$ cat src/ubr_pkg.sv
// Constants, encodings and types shared by the UART receive block and its baud timer.
// Assumes a single 50 MHz clock and an APB master with 32-bit data.
package ubr_pkg;
  // Register byte offsets
  localparam logic [11:0] CTRL_OFS = 12'h000;
  localparam logic [11:0] FRAME_OFS = 12'h004;
  localparam logic [11:0] BAUD_OFS = 12'h008;
  localparam logic [11:0] RXDATA_OFS = 12'h00c;
  localparam logic [11:0] STATUS_OFS = 12'h010;
  localparam logic [11:0] MASK_OFS = 12'h014;
  // Control register fields
  localparam int CTRL_UART_BIT = 0;
  localparam int CTRL_SRC_LSB = 1;
  localparam int CTRL_DIV8_BIT = 3;
  localparam int CTRL_PINF_BIT = 4;
  localparam int CTRL_PINS_BIT = 5;
  localparam int CTRL_RXEN_BIT = 6;
  // Frame register fields
  localparam int FRAME_FM_LSB = 0;
  localparam int FRAME_NPE_BIT = 2;
  localparam int FRAME_PK_LSB = 3;
  localparam int FRAME_CNT_LSB = 8;
  // Baud register fields
  localparam int BAUD_TCS_LSB = 8;
  // Receive data register fields
  localparam int RX_FULL_BIT = 8;
  localparam int RX_BUSY_BIT = 9;
  // Status and mask bits
  localparam int ST_DONE = 0;
  localparam int ST_PERR = 1;
  localparam int ST_FERR = 2;
  localparam int ST_OVR = 3;
  localparam int ST_BRK = 4;
  localparam int ST_W = 5;
  // Encodings
  localparam logic [1:0] SRC_TIMER = 2'h3;
  localparam logic [1:0] TCS_DIV4 = 2'h1;
  localparam logic [1:0] TCS_DIV16 = 2'h2;
  localparam logic [1:0] PAR_ZERO = 2'h0;
  localparam logic [1:0] PAR_ONE = 2'h1;
  localparam logic [1:0] PAR_ODD = 2'h2;
  localparam logic [2:0] BITS7_CNT = 3'h6;
  localparam logic [2:0] BITS8_CNT = 3'h7;
  // Eight source ticks per bit; sample in the middle
  localparam logic [2:0] OVS_LAST = 3'h7;
  localparam logic [2:0] OVS_MID = 3'h3;
  localparam logic [7:0] COMPARE_RST = 8'h00;
  typedef enum logic [2:0] {RX_IDLE, RX_START, RX_DATA, RX_PARITY, RX_STOP} ubr_rx_state_t;
endpackage : ubr_pkg

$ cat src/ubr_baud_if.sv
// Carries baud timer settings to the timer and its tick strobes back to the receiver.
// Assumes both ends run on the same clock.
`timescale 1ns/1ns
interface ubr_baud_if;
  logic [7:0] compare;
  logic [1:0] timerClkSel;
  logic [1:0] clkSrcSel;
  logic divEight;
  logic sampleTick;
  logic bitTick;
  logic timerOut;
  modport gen (input compare, input timerClkSel, input clkSrcSel, input divEight,
               output sampleTick, output bitTick, output timerOut);
  modport core (output compare, output timerClkSel, output clkSrcSel, output divEight,
                input sampleTick, input bitTick, input timerOut);
endinterface : ubr_baud_if

$ cat src/ubr_baud_gen.sv
// Baud-rate compare timer, its toggling output and the serial clock divider.
// Assumes settings come from registers on the same clock.
`timescale 1ns/1ns
module ubr_baud_gen (
  input wire logic clk, // System clock
  input wire logic reset, // Async reset, active high
  ubr_baud_if.gen bif // Settings in, ticks out
);
  logic [3:0] pre_r, pre_nxt;
  logic [7:0] cnt_r, cnt_nxt;
  logic tout_r, tout_nxt;
  logic [2:0] div_r, div_nxt;
  logic tclkEn, ovf, srcTick;

  always_comb begin
    pre_nxt = pre_r + 4'h1;
    case (bif.timerClkSel)
      ubr_pkg::TCS_DIV4: tclkEn = (pre_r[1:0] == 2'h3);
      ubr_pkg::TCS_DIV16: tclkEn = (pre_r == 4'hf);
      default: tclkEn = 1'b1;
    endcase
    ovf = tclkEn && (cnt_r == bif.compare);
    cnt_nxt = cnt_r;
    if (ovf) begin
      cnt_nxt = 8'h00;
    end else if (tclkEn) begin
      cnt_nxt = cnt_r + 8'h1;
    end
    // Output toggles per overflow, so one period spans two overflows
    tout_nxt = tout_r ^ ovf;
    srcTick = (bif.clkSrcSel == ubr_pkg::SRC_TIMER) ? (ovf && !tout_r) : 1'b1;
    div_nxt = srcTick ? div_r + 3'h1 : div_r;
  end

  always_ff @(posedge clk or posedge reset) begin
    if (reset) begin
      pre_r <= 4'h0;
      cnt_r <= 8'h00;
      tout_r <= 1'b0;
      div_r <= 3'h0;
    end else begin
      pre_r <= pre_nxt;
      cnt_r <= cnt_nxt;
      tout_r <= tout_nxt;
      div_r <= div_nxt;
    end
  end

  assign bif.sampleTick = srcTick;
  assign bif.bitTick = bif.divEight ? (srcTick && div_r == ubr_pkg::OVS_LAST) : srcTick;
  assign bif.timerOut = tout_r;
endmodule : ubr_baud_gen

$ cat src/ubr_uart_rx.sv
// UART receive block with baud-rate timer, frame decode, error flags and APB registers.
// Assumes an APB master on clk; the serial input pin is asynchronous to clk.
//
// Decided for this implementation: the address map and the APB register port.
`timescale 1ns/1ns
// Function
// - UART mode forces bit count from frame mode
// - UART mode forces divide-by-eight of source
// - Divide-by-eight follows prescale bit outside UART mode
// - UART mode ignores clock pin function, style
// - Start edge during completion pulse is missed
// - No-parity receiver takes parity slot as stop
// - Clock source selectable as baud timer output
// - Timer overflows every compare plus one timer clocks
// - Bit rate is overflow rate over sixteen
// - Frame mode selects 7/8 data, 1/2 stops
// - Parity kinds zero, one, odd, even, none
module ubr_uart_rx (
  input wire logic clk, // System clock, 50 MHz
  input wire logic reset, // Async reset, active high
  input wire logic psel, // APB select
  input wire logic penable, // APB enable
  input wire logic pwrite, // APB write
  input wire logic [11:0] paddr, // APB byte address
  input wire logic [31:0] pwdata, // APB write data
  output logic [31:0] prdata, // APB read data
  output logic pready, // APB ready
  output logic pslverr, // APB error on unmapped address
  input wire logic rxdPin, // Serial data in
  output logic serialClockPinO, // Serial clock pin level
  output logic serialClockPinOe, // Serial clock pin drive enable
  output logic irq // Level interrupt
);
  ubr_baud_if bif ();

  ubr_baud_gen u_baud (
    .clk(clk),
    .reset(reset),
    .bif(bif)
  );

  function automatic logic parity_bad(input logic [7:0] data, input logic bitVal, input logic [1:0] kind);
    case (kind)
      ubr_pkg::PAR_ZERO: parity_bad = bitVal;
      ubr_pkg::PAR_ONE: parity_bad = !bitVal;
      ubr_pkg::PAR_ODD: parity_bad = !(^{data, bitVal});
      default: parity_bad = ^{data, bitVal};
    endcase
  endfunction : parity_bad

  // Control and configuration registers
  logic uartMode_r, uartMode_nxt;
  logic [1:0] clkSrc_r, clkSrc_nxt;
  logic prescaleDiv8Select_r, prescaleDiv8Select_nxt;
  logic clockPinFunctionSelect_r, clockPinFunctionSelect_nxt;
  logic clockPinStyleSelect_r, clockPinStyleSelect_nxt;
  logic rxEnable_r, rxEnable_nxt;
  logic [1:0] frameModeField_r, frameModeField_nxt;
  logic parityDisableBit_r, parityDisableBit_nxt;
  logic [1:0] parityKindField_r, parityKindField_nxt;
  logic [2:0] xferCountWr_r, xferCountWr_nxt;
  logic [7:0] compare_r, compare_nxt;
  logic [1:0] timerClkSel_r, timerClkSel_nxt;
  logic [ubr_pkg::ST_W-1:0] mask_r, mask_nxt;
  logic [ubr_pkg::ST_W-1:0] status_r, status_nxt;
  logic [7:0] rxData_r, rxData_nxt;
  logic rxFull_r, rxFull_nxt;
  logic [31:0] prdata_r, prdata_nxt;
  logic bitClk_r, bitClk_nxt;

  // Receiver state
  ubr_pkg::ubr_rx_state_t state_r, state_nxt;
  logic [2:0] phase_r, phase_nxt;
  logic [2:0] bitIdx_r, bitIdx_nxt;
  logic [7:0] shift_r, shift_nxt;
  logic parBit_r, parBit_nxt;
  logic stopIdx_r, stopIdx_nxt;
  logic stopErr_r, stopErr_nxt;
  logic stopHigh_r, stopHigh_nxt;
  logic rxIrqHigh_r, rxIrqHigh_nxt;
  logic rxSync1_r, rxSync2_r, rxSync3_r, rxLvl_r, rxLvl_nxt;

  logic access, wrAcc, rdAcc, mapped, fall, mid, last, complete, rxArmed;
  logic [2:0] transferBitCount;
  logic [ubr_pkg::ST_W-1:0] events;

  assign access = psel && penable;
  assign wrAcc = access && pwrite;
  assign rdAcc = access && !pwrite;
  assign mapped = (paddr == ubr_pkg::CTRL_OFS) || (paddr == ubr_pkg::FRAME_OFS) ||
                  (paddr == ubr_pkg::BAUD_OFS) || (paddr == ubr_pkg::RXDATA_OFS) ||
                  (paddr == ubr_pkg::STATUS_OFS) || (paddr == ubr_pkg::MASK_OFS);
  assign pready = 1'b1;
  assign pslverr = access && !mapped;
  assign prdata = prdata_r;

  // Bit count follows frame mode in UART mode; software value only matters otherwise
  assign transferBitCount = uartMode_r ? (frameModeField_r[1] ? ubr_pkg::BITS8_CNT : ubr_pkg::BITS7_CNT)
                                       : xferCountWr_r;
  assign rxArmed = uartMode_r && rxEnable_r;

  assign bif.compare = compare_r;
  assign bif.timerClkSel = timerClkSel_r;
  assign bif.clkSrcSel = clkSrc_r;
  assign bif.divEight = uartMode_r || prescaleDiv8Select_r;

  // Register writes
  always_comb begin
    uartMode_nxt = uartMode_r;
    clkSrc_nxt = clkSrc_r;
    prescaleDiv8Select_nxt = prescaleDiv8Select_r;
    clockPinFunctionSelect_nxt = clockPinFunctionSelect_r;
    clockPinStyleSelect_nxt = clockPinStyleSelect_r;
    rxEnable_nxt = rxEnable_r;
    frameModeField_nxt = frameModeField_r;
    parityDisableBit_nxt = parityDisableBit_r;
    parityKindField_nxt = parityKindField_r;
    xferCountWr_nxt = xferCountWr_r;
    compare_nxt = compare_r;
    timerClkSel_nxt = timerClkSel_r;
    mask_nxt = mask_r;
    if (wrAcc && paddr == ubr_pkg::CTRL_OFS) begin
      uartMode_nxt = pwdata[ubr_pkg::CTRL_UART_BIT];
      clkSrc_nxt = pwdata[ubr_pkg::CTRL_SRC_LSB +: 2];
      prescaleDiv8Select_nxt = pwdata[ubr_pkg::CTRL_DIV8_BIT];
      clockPinFunctionSelect_nxt = pwdata[ubr_pkg::CTRL_PINF_BIT];
      clockPinStyleSelect_nxt = pwdata[ubr_pkg::CTRL_PINS_BIT];
      rxEnable_nxt = pwdata[ubr_pkg::CTRL_RXEN_BIT];
    end
    if (wrAcc && paddr == ubr_pkg::FRAME_OFS) begin
      frameModeField_nxt = pwdata[ubr_pkg::FRAME_FM_LSB +: 2];
      parityDisableBit_nxt = pwdata[ubr_pkg::FRAME_NPE_BIT];
      parityKindField_nxt = pwdata[ubr_pkg::FRAME_PK_LSB +: 2];
      xferCountWr_nxt = pwdata[ubr_pkg::FRAME_CNT_LSB +: 3];
    end
    if (wrAcc && paddr == ubr_pkg::BAUD_OFS) begin
      compare_nxt = pwdata[7:0];
      timerClkSel_nxt = pwdata[ubr_pkg::BAUD_TCS_LSB +: 2];
    end
    if (wrAcc && paddr == ubr_pkg::MASK_OFS) begin
      mask_nxt = pwdata[ubr_pkg::ST_W-1:0];
    end
  end

  always_ff @(posedge clk or posedge reset) begin
    if (reset) begin
      uartMode_r <= 1'b0;
      clkSrc_r <= 2'h0;
      prescaleDiv8Select_r <= 1'b0;
      clockPinFunctionSelect_r <= 1'b0;
      clockPinStyleSelect_r <= 1'b0;
      rxEnable_r <= 1'b0;
      frameModeField_r <= 2'h0;
      parityDisableBit_r <= 1'b0;
      parityKindField_r <= 2'h0;
      xferCountWr_r <= 3'h0;
      compare_r <= ubr_pkg::COMPARE_RST;
      timerClkSel_r <= 2'h0;
      mask_r <= '0;
    end else begin
      uartMode_r <= uartMode_nxt;
      clkSrc_r <= clkSrc_nxt;
      prescaleDiv8Select_r <= prescaleDiv8Select_nxt;
      clockPinFunctionSelect_r <= clockPinFunctionSelect_nxt;
      clockPinStyleSelect_r <= clockPinStyleSelect_nxt;
      rxEnable_r <= rxEnable_nxt;
      frameModeField_r <= frameModeField_nxt;
      parityDisableBit_r <= parityDisableBit_nxt;
      parityKindField_r <= parityKindField_nxt;
      xferCountWr_r <= xferCountWr_nxt;
      compare_r <= compare_nxt;
      timerClkSel_r <= timerClkSel_nxt;
      mask_r <= mask_nxt;
    end
  end

  // Input synchroniser; a level change counts once stages two and three agree
  always_comb begin
    rxLvl_nxt = (rxSync2_r == rxSync3_r) ? rxSync3_r : rxLvl_r;
  end

  always_ff @(posedge clk or posedge reset) begin
    if (reset) begin
      rxSync1_r <= 1'b1;
      rxSync2_r <= 1'b1;
      rxSync3_r <= 1'b1;
      rxLvl_r <= 1'b1;
    end else begin
      rxSync1_r <= rxdPin;
      rxSync2_r <= rxSync1_r;
      rxSync3_r <= rxSync2_r;
      rxLvl_r <= rxLvl_nxt;
    end
  end

  assign fall = (rxSync2_r == rxSync3_r) && !rxSync3_r && rxLvl_r;
  assign mid = bif.sampleTick && (phase_r == ubr_pkg::OVS_MID);
  assign last = bif.sampleTick && (phase_r == ubr_pkg::OVS_LAST);

  // Receive sequencer; eight source ticks per bit give the fixed divide-by-eight
  always_comb begin
    state_nxt = state_r;
    phase_nxt = phase_r;
    bitIdx_nxt = bitIdx_r;
    shift_nxt = shift_r;
    parBit_nxt = parBit_r;
    stopIdx_nxt = stopIdx_r;
    stopErr_nxt = stopErr_r;
    stopHigh_nxt = stopHigh_r;
    complete = 1'b0;
    // Completion pulse stays high until the next source tick
    rxIrqHigh_nxt = bif.sampleTick ? 1'b0 : rxIrqHigh_r;
    if (bif.sampleTick && state_r != ubr_pkg::RX_IDLE) begin
      phase_nxt = phase_r + 3'h1;
    end
    case (state_r)
      ubr_pkg::RX_IDLE: begin
        // A start edge meeting the completion pulse is lost, as the hardware does
        if (rxArmed && fall && !rxIrqHigh_r) begin
          state_nxt = ubr_pkg::RX_START;
          phase_nxt = 3'h0;
          bitIdx_nxt = 3'h0;
          shift_nxt = 8'h00;
          parBit_nxt = 1'b0;
          stopIdx_nxt = 1'b0;
          stopErr_nxt = 1'b0;
          stopHigh_nxt = 1'b0;
        end
      end
      ubr_pkg::RX_START: begin
        if (mid && rxLvl_r) begin
          state_nxt = ubr_pkg::RX_IDLE;
        end else if (last) begin
          state_nxt = ubr_pkg::RX_DATA;
        end
      end
      ubr_pkg::RX_DATA: begin
        if (mid) begin
          shift_nxt[bitIdx_r] = rxLvl_r;
        end
        if (last) begin
          if (bitIdx_r == transferBitCount) begin
            // Without parity the slot after data is read as a stop bit
            state_nxt = parityDisableBit_r ? ubr_pkg::RX_STOP : ubr_pkg::RX_PARITY;
          end else begin
            bitIdx_nxt = bitIdx_r + 3'h1;
          end
        end
      end
      ubr_pkg::RX_PARITY: begin
        if (mid) begin
          parBit_nxt = rxLvl_r;
        end
        if (last) begin
          state_nxt = ubr_pkg::RX_STOP;
        end
      end
      ubr_pkg::RX_STOP: begin
        if (mid) begin
          if (rxLvl_r) begin
            stopHigh_nxt = 1'b1;
          end else begin
            stopErr_nxt = 1'b1;
          end
        end
        if (last) begin
          if (stopIdx_r == frameModeField_r[0]) begin
            complete = 1'b1;
            rxIrqHigh_nxt = 1'b1;
            state_nxt = ubr_pkg::RX_IDLE;
          end else begin
            stopIdx_nxt = 1'b1;
          end
        end
      end
      default: state_nxt = ubr_pkg::RX_IDLE;
    endcase
  end

  always_ff @(posedge clk or posedge reset) begin
    if (reset) begin
      state_r <= ubr_pkg::RX_IDLE;
      phase_r <= 3'h0;
      bitIdx_r <= 3'h0;
      shift_r <= 8'h00;
      parBit_r <= 1'b0;
      stopIdx_r <= 1'b0;
      stopErr_r <= 1'b0;
      stopHigh_r <= 1'b0;
      rxIrqHigh_r <= 1'b0;
    end else begin
      state_r <= state_nxt;
      phase_r <= phase_nxt;
      bitIdx_r <= bitIdx_nxt;
      shift_r <= shift_nxt;
      parBit_r <= parBit_nxt;
      stopIdx_r <= stopIdx_nxt;
      stopErr_r <= stopErr_nxt;
      stopHigh_r <= stopHigh_nxt;
      rxIrqHigh_r <= rxIrqHigh_nxt;
    end
  end

  // Event flags, receive buffer and read data; a new event beats a same-cycle clear
  always_comb begin
    events = '0;
    events[ubr_pkg::ST_DONE] = complete;
    events[ubr_pkg::ST_PERR] = complete && !parityDisableBit_r &&
                               parity_bad(shift_r, parBit_r, parityKindField_r);
    events[ubr_pkg::ST_FERR] = complete && stopErr_r;
    events[ubr_pkg::ST_OVR] = complete && rxFull_r;
    events[ubr_pkg::ST_BRK] = complete && (shift_r == 8'h00) && !stopHigh_r &&
                              (parityDisableBit_r || !parBit_r);
    status_nxt = status_r;
    if (wrAcc && paddr == ubr_pkg::STATUS_OFS) begin
      status_nxt = status_r & ~pwdata[ubr_pkg::ST_W-1:0];
    end
    status_nxt = status_nxt | events;
    rxData_nxt = complete ? shift_r : rxData_r;
    rxFull_nxt = complete || (rxFull_r && !(rdAcc && paddr == ubr_pkg::RXDATA_OFS));
    bitClk_nxt = bif.bitTick ? !bitClk_r : bitClk_r;
    prdata_nxt = prdata_r;
    if (psel && !penable) begin
      prdata_nxt = 32'h0000_0000;
      case (paddr)
        ubr_pkg::CTRL_OFS: begin
          prdata_nxt[ubr_pkg::CTRL_UART_BIT] = uartMode_r;
          prdata_nxt[ubr_pkg::CTRL_SRC_LSB +: 2] = clkSrc_r;
          prdata_nxt[ubr_pkg::CTRL_DIV8_BIT] = prescaleDiv8Select_r;
          prdata_nxt[ubr_pkg::CTRL_PINF_BIT] = clockPinFunctionSelect_r;
          prdata_nxt[ubr_pkg::CTRL_PINS_BIT] = clockPinStyleSelect_r;
          prdata_nxt[ubr_pkg::CTRL_RXEN_BIT] = rxEnable_r;
        end
        ubr_pkg::FRAME_OFS: begin
          prdata_nxt[ubr_pkg::FRAME_FM_LSB +: 2] = frameModeField_r;
          prdata_nxt[ubr_pkg::FRAME_NPE_BIT] = parityDisableBit_r;
          prdata_nxt[ubr_pkg::FRAME_PK_LSB +: 2] = parityKindField_r;
          prdata_nxt[ubr_pkg::FRAME_CNT_LSB +: 3] = transferBitCount;
        end
        ubr_pkg::BAUD_OFS: begin
          prdata_nxt[7:0] = compare_r;
          prdata_nxt[ubr_pkg::BAUD_TCS_LSB +: 2] = timerClkSel_r;
        end
        ubr_pkg::RXDATA_OFS: begin
          prdata_nxt[7:0] = rxData_r;
          prdata_nxt[ubr_pkg::RX_FULL_BIT] = rxFull_r;
          prdata_nxt[ubr_pkg::RX_BUSY_BIT] = (state_r != ubr_pkg::RX_IDLE);
        end
        ubr_pkg::STATUS_OFS: prdata_nxt[ubr_pkg::ST_W-1:0] = status_r;
        ubr_pkg::MASK_OFS: prdata_nxt[ubr_pkg::ST_W-1:0] = mask_r;
        default: prdata_nxt = 32'h0000_0000;
      endcase
    end
  end

  always_ff @(posedge clk or posedge reset) begin
    if (reset) begin
      status_r <= '0;
      rxData_r <= 8'h00;
      rxFull_r <= 1'b0;
      prdata_r <= 32'h0000_0000;
      bitClk_r <= 1'b1;
    end else begin
      status_r <= status_nxt;
      rxData_r <= rxData_nxt;
      rxFull_r <= rxFull_nxt;
      prdata_r <= prdata_nxt;
      bitClk_r <= bitClk_nxt;
    end
  end

  assign irq = |(status_r & mask_r);
  // Clock pin is left undriven in UART mode whatever its selections say
  assign serialClockPinO = clockPinStyleSelect_r ? 1'b0 : bitClk_r;
  assign serialClockPinOe = !uartMode_r && clockPinFunctionSelect_r &&
                            (!clockPinStyleSelect_r || !bitClk_r);
endmodule : ubr_uart_rx

$ cat config.mk
export PLATFORM = sky130hd
export DESIGN_NAME = ubr_uart_rx
export DESIGN_NICKNAME = d
export VERILOG_FILES = /design/src/ubr_pkg.sv /design/src/ubr_baud_if.sv /design/src/ubr_baud_gen.sv /design/src/ubr_uart_rx.sv
export SDC_FILE = /design/constraint.sdc
export NUM_CORES = 1
export LEC_CHECK = 0
export ABC_AREA = 0
export BUFFER_PORTS_ARGS = -buffer_cell sky130_fd_sc_hd__buf_2
export CAP_MARGIN = 30
export CORE_ASPECT_RATIO = 0.8
export CORE_MARGIN = 2
export CORE_UTILIZATION = 26
export DETAILED_ROUTE_END_ITERATION = 10
export GPL_TIMING_DRIVEN = 0
export RECOVER_POWER = 50
export SLEW_MARGIN = 15
export SYNTH_ARGS = -nofsm -noshare
export SYNTH_HDL_FRONTEND = slang
export SYNTH_HIERARCHICAL = 1
export SYNTH_SLANG_ARGS = --single-unit
$ cat constraint.sdc
create_clock -name clk -period 5.55 [get_ports clk]
set_input_delay 0.2775 -clock clk [delete_from_list [all_inputs] [get_ports clk]]
set_output_delay 0.2775 -clock clk [all_outputs]
set_load 0.02 [all_outputs]
==> results.yml <==
yosys:
  synthFlopType: "dfrtp_1"
  synth-seq-cells: 98
  netlist_top_cells_area: "dfrtp_1 45%, mux2_2 8.6%, o21ai_0 3.5%"
  ys_warn_count: 6
  synthTopCellsByCount: "93 x dfrtp_1, 40 x mux2_2, 39 x nand2_1"
  syn_avg_cell_area_um2: 10.7
  synth_top_area_share_pct: 44.6
  synth_most_common_cell: "dfrtp_1"
  synth_area_um2: 5220
  synthArstFlopShare_pct: 100
  synth-seq-area-share_pct: 47.1
  synth_cell_type_count: 64
  yosysTopAreaCell: "dfrtp_1"
  synth_cells: 486
  synth_edf_count: 0
sta:
  finalSetupTns_ns: 0
  maxSlewHeadroom_pct: 17.3
  setup_ws_ns: 1.83
  setup_viol: 0
  clock_skew_ns: 0.0146
  fmax_mhz: 269
  drv_slew: 0
  hold_viol_final: 0
  fin_crit_ns: 3.72
  grt_setup_unrepaired: "false"
  worst_slew_pin_slew_ns: 1.23
  finalCritPeriodShare_pct: 67.1
placed_design:
  pre_cts_slack_ns: 1.82
  hpwl_mm: 9.73
  gp_congestion: 0.834
  port_buffers: 42
  place_area_um2: 5870
floorplanning:
  fp.dieW_um: 162
  row_count: 46
  num_io_pins: 87
  die_y_um: 131
  core_area_um2: 19700
  start_util_pct: 26.4
  die-area_um2: 21200
power_and_ir_drop:
  ir_drop_v: 0.000123
  swShare_pct: 23.7
  power_switching_uw: 366
  p_seq_share_pct: 47.6
  cellLeakagePower_nw: 2.84
  combPwrFrac_pct: 7.5
  p_clk_share_pct: 44.9
  power_per_cell_area_nw_per_um2: 249
  internal_power_mw: 1.18
global_routing:
  grt-ovfl-total: 0
  grt_use_total_pct: 12.5
  grt_first_pass_wirelength_mm: 20.4
  antenna_found_initial: 0
  grt_pass1_vias: 3663
  grt_start_max_net_pins: 58
cells_and_area:
  syn2layout_area_growth_pct: 18.8
  fin_area_um2: 6200
  drive_above_1_share_pct: 27.4
  n_antenna_cell: 0
  nets: 623
critical_path:
  worstPathRequired_ns: 5.78
  worstSetupEndpointType: "register"
  r2r_cells: 14
  path_max_fanout: 10
  crit_type: "register to register"
  r2r_start: "bif.timerClkSel[0]"
  critPathLaunchType: "register"
  r2r_slack_ns: 1.83
  worstReg2RegEnd: "rxData_r[0]"
  cp.arrival_ns: 3.95
clocking:
  cts_made_buffers: 9
  cts.reportedPaths.clkPinSlew_ns: 0.07
  cts_tree: "built"
  clock_latency_ns: 0.35
  root_buffer: "clkbuf_16"
  numClockSinks: 98
  cts_max_level: 3
  clk_path_buf_depth: 2
outcome:
  outcome: "finished, final reports clean"
routing:
  drt_iter0_markers: 298
  wl_met1_mm: 6.51
  viasPerCell: 4.60
  wl_per_cell_um: 15.3
  antenna_left: 0
  highest_layer: "met4"
  vias: 3818
  wl_met2_mm: 5.25
  drcViolationCount: 0
  routed_wl_mm: 12.7
  wl_met3_um: 796
  first_pass_iters: 4
worst_hold_path:
  hp-start: "rxdPin"
  hold-path-endpoint: "rxSync1_r"
  whs_path_depth: 1
  hold_path.class: "primary input to register"
job:
  maxCapViolations: 0
[placed cells by master, fill, tap and decap left out, types with 3 or more instances in the layout]
master	netlist	final
nand4_1	5	5
nand2b_1	5	5
nor2_1	31	31
o21ai_0	36	36
dfrtp_1	93	93
xor2_1	6	6
mux2i_1	10	10
inv_1	24	23
nand2_1	39	39
o2bb2ai_1	3	3
a21oi_1	10	10
ha_1	12	12
clkbuf_1	9	11
clkbuf_16	0	9
o31ai_1	7	7
and2_1	3	3
mux4_2	5	5
nor3b_1	3	3
a211oi_1	3	3
nor3_1	8	8
nor3_2	3	3
buf_2	7	48
buf_4	22	22
o22a_1	7	7
conb_1	2	22
nor4_1	4	4
xnor2_1	20	20
mux2_2	40	40
nand3_1	9	9
a31oi_1	11	11
and3_1	4	4
dfstp_2	5	4
[cell families after synthesis]
kind of cell / Yosys count / share of synthesized area (%)
and+or+nand+nor: 128 / 12.9
DFF: 98 / 47.1
other: 2 / 0.144
muxes: 56 / 13.0
AOI/OAI and AO/OA: 100 / 13.0
xor gates and xnor gates: 26 / 4.36
adders and majority gates: 12 / 2.88
buffers and inverters: 64 / 6.64
[sequential cells by signal (all words and copies together) (netlist names), 3 cells and up]
register,flops
u_baud/pre_r,4
shift_r,8
bitIdx_r,3
status_r,5
u_baud/cnt_r,8
u_baud/div_r,3
mask_r,5
state_r,3
rxData_r,8
bif.compare,8
phase_r,3
prdata,11
xferCountWr_r,3
[cell type report]
class | instances | area [um2]
plain buffers | 40 | 256
clock buffers | 11 | 243
clock inverters | 5 | 85.1
fillers | 2035 | 13500
inverters | 24 | 91.3
multi-input cells | 344 | 2490
flip-flops and latches | 98 | 2460
well taps | 264 | 330
repair buffers | 44 | 246
[power groups by stage]
stage                     logic [mW]  registers, mW  clock network [mW]
after detailed placement       0.117          0.748                   0
after CTS                      0.118          0.734               0.707
after global routing           0.131          0.736               0.740
final                          0.116          0.734               0.694
after floorplan               0.0782          0.746                   0
after global placement         0.112          0.748                   0
[critical path: stages, from the launching register on]
cell	delay, ns
dfrtp_1	0.41
inv_1	0.06
ha_1	0.27
a21oi_1	0.07
and2_1	0.19
buf_6	0.13
nor3_2	0.51
ha_1	0.26
nand3b_1	0.29
buf_2	0.28
nand2_1	0.11
nor2_1	0.23
nand3_1	0.20
buf_2	0.28
mux2_2	0.30
[worst max-delay path by stage]
stage                        from     endpoint  depth (start not counted)
3_3_place_gp   bif.timerClkSel[0]  rxData_r[1]                         14
3_5_place_dp   bif.timerClkSel[0]  rxData_r[3]                         14
2_1_floorplan  bif.timerClkSel[0]   state_r[0]                         14
5_1_grt        bif.timerClkSel[0]  rxData_r[2]                         14
6_report       bif.timerClkSel[0]  rxData_r[0]                         14
4_1_cts        bif.timerClkSel[0]  rxData_r[0]                         14
[per-layer routing]
| metal | up-vias | global-route usage [%] |
|---|---|---|
| met5 | - | 0 |
| met4 | 0 | 2.81 |
| met3 | 9 | 3.25 |
| met2 | 95 | 17.9 |
| met1 | 1862 | 19.0 |
| li1 | 1852 | - |
[timing repair]
| action | in CTS | in global routing |
|---|---|---|
| hold buffers | 1 | 0 |
| setup endpoints to repair | 0 | 0 |
| hold endpoints to repair | 20 | 0 |
| buffers inserted | 0 | 0 |
| gates resized for setup | 0 | 0 |
[metrics by stage]
step | power, mW | util, % | hold slack [ns] | cells
finish | 1.54 | 31.4 | 0.0270 | 830
floorplan | 0.824 | - | 0.191 | 506
global route | 1.61 | 31.4 | 0.0141 | 830
CTS | 1.56 | 31.4 | 0.0173 | 830
global placement | 0.860 | 29.6 | 0.346 | 812
detailed placement | 0.865 | 29.7 | 0.299 | 813
(Power assumes the default switching activity.)
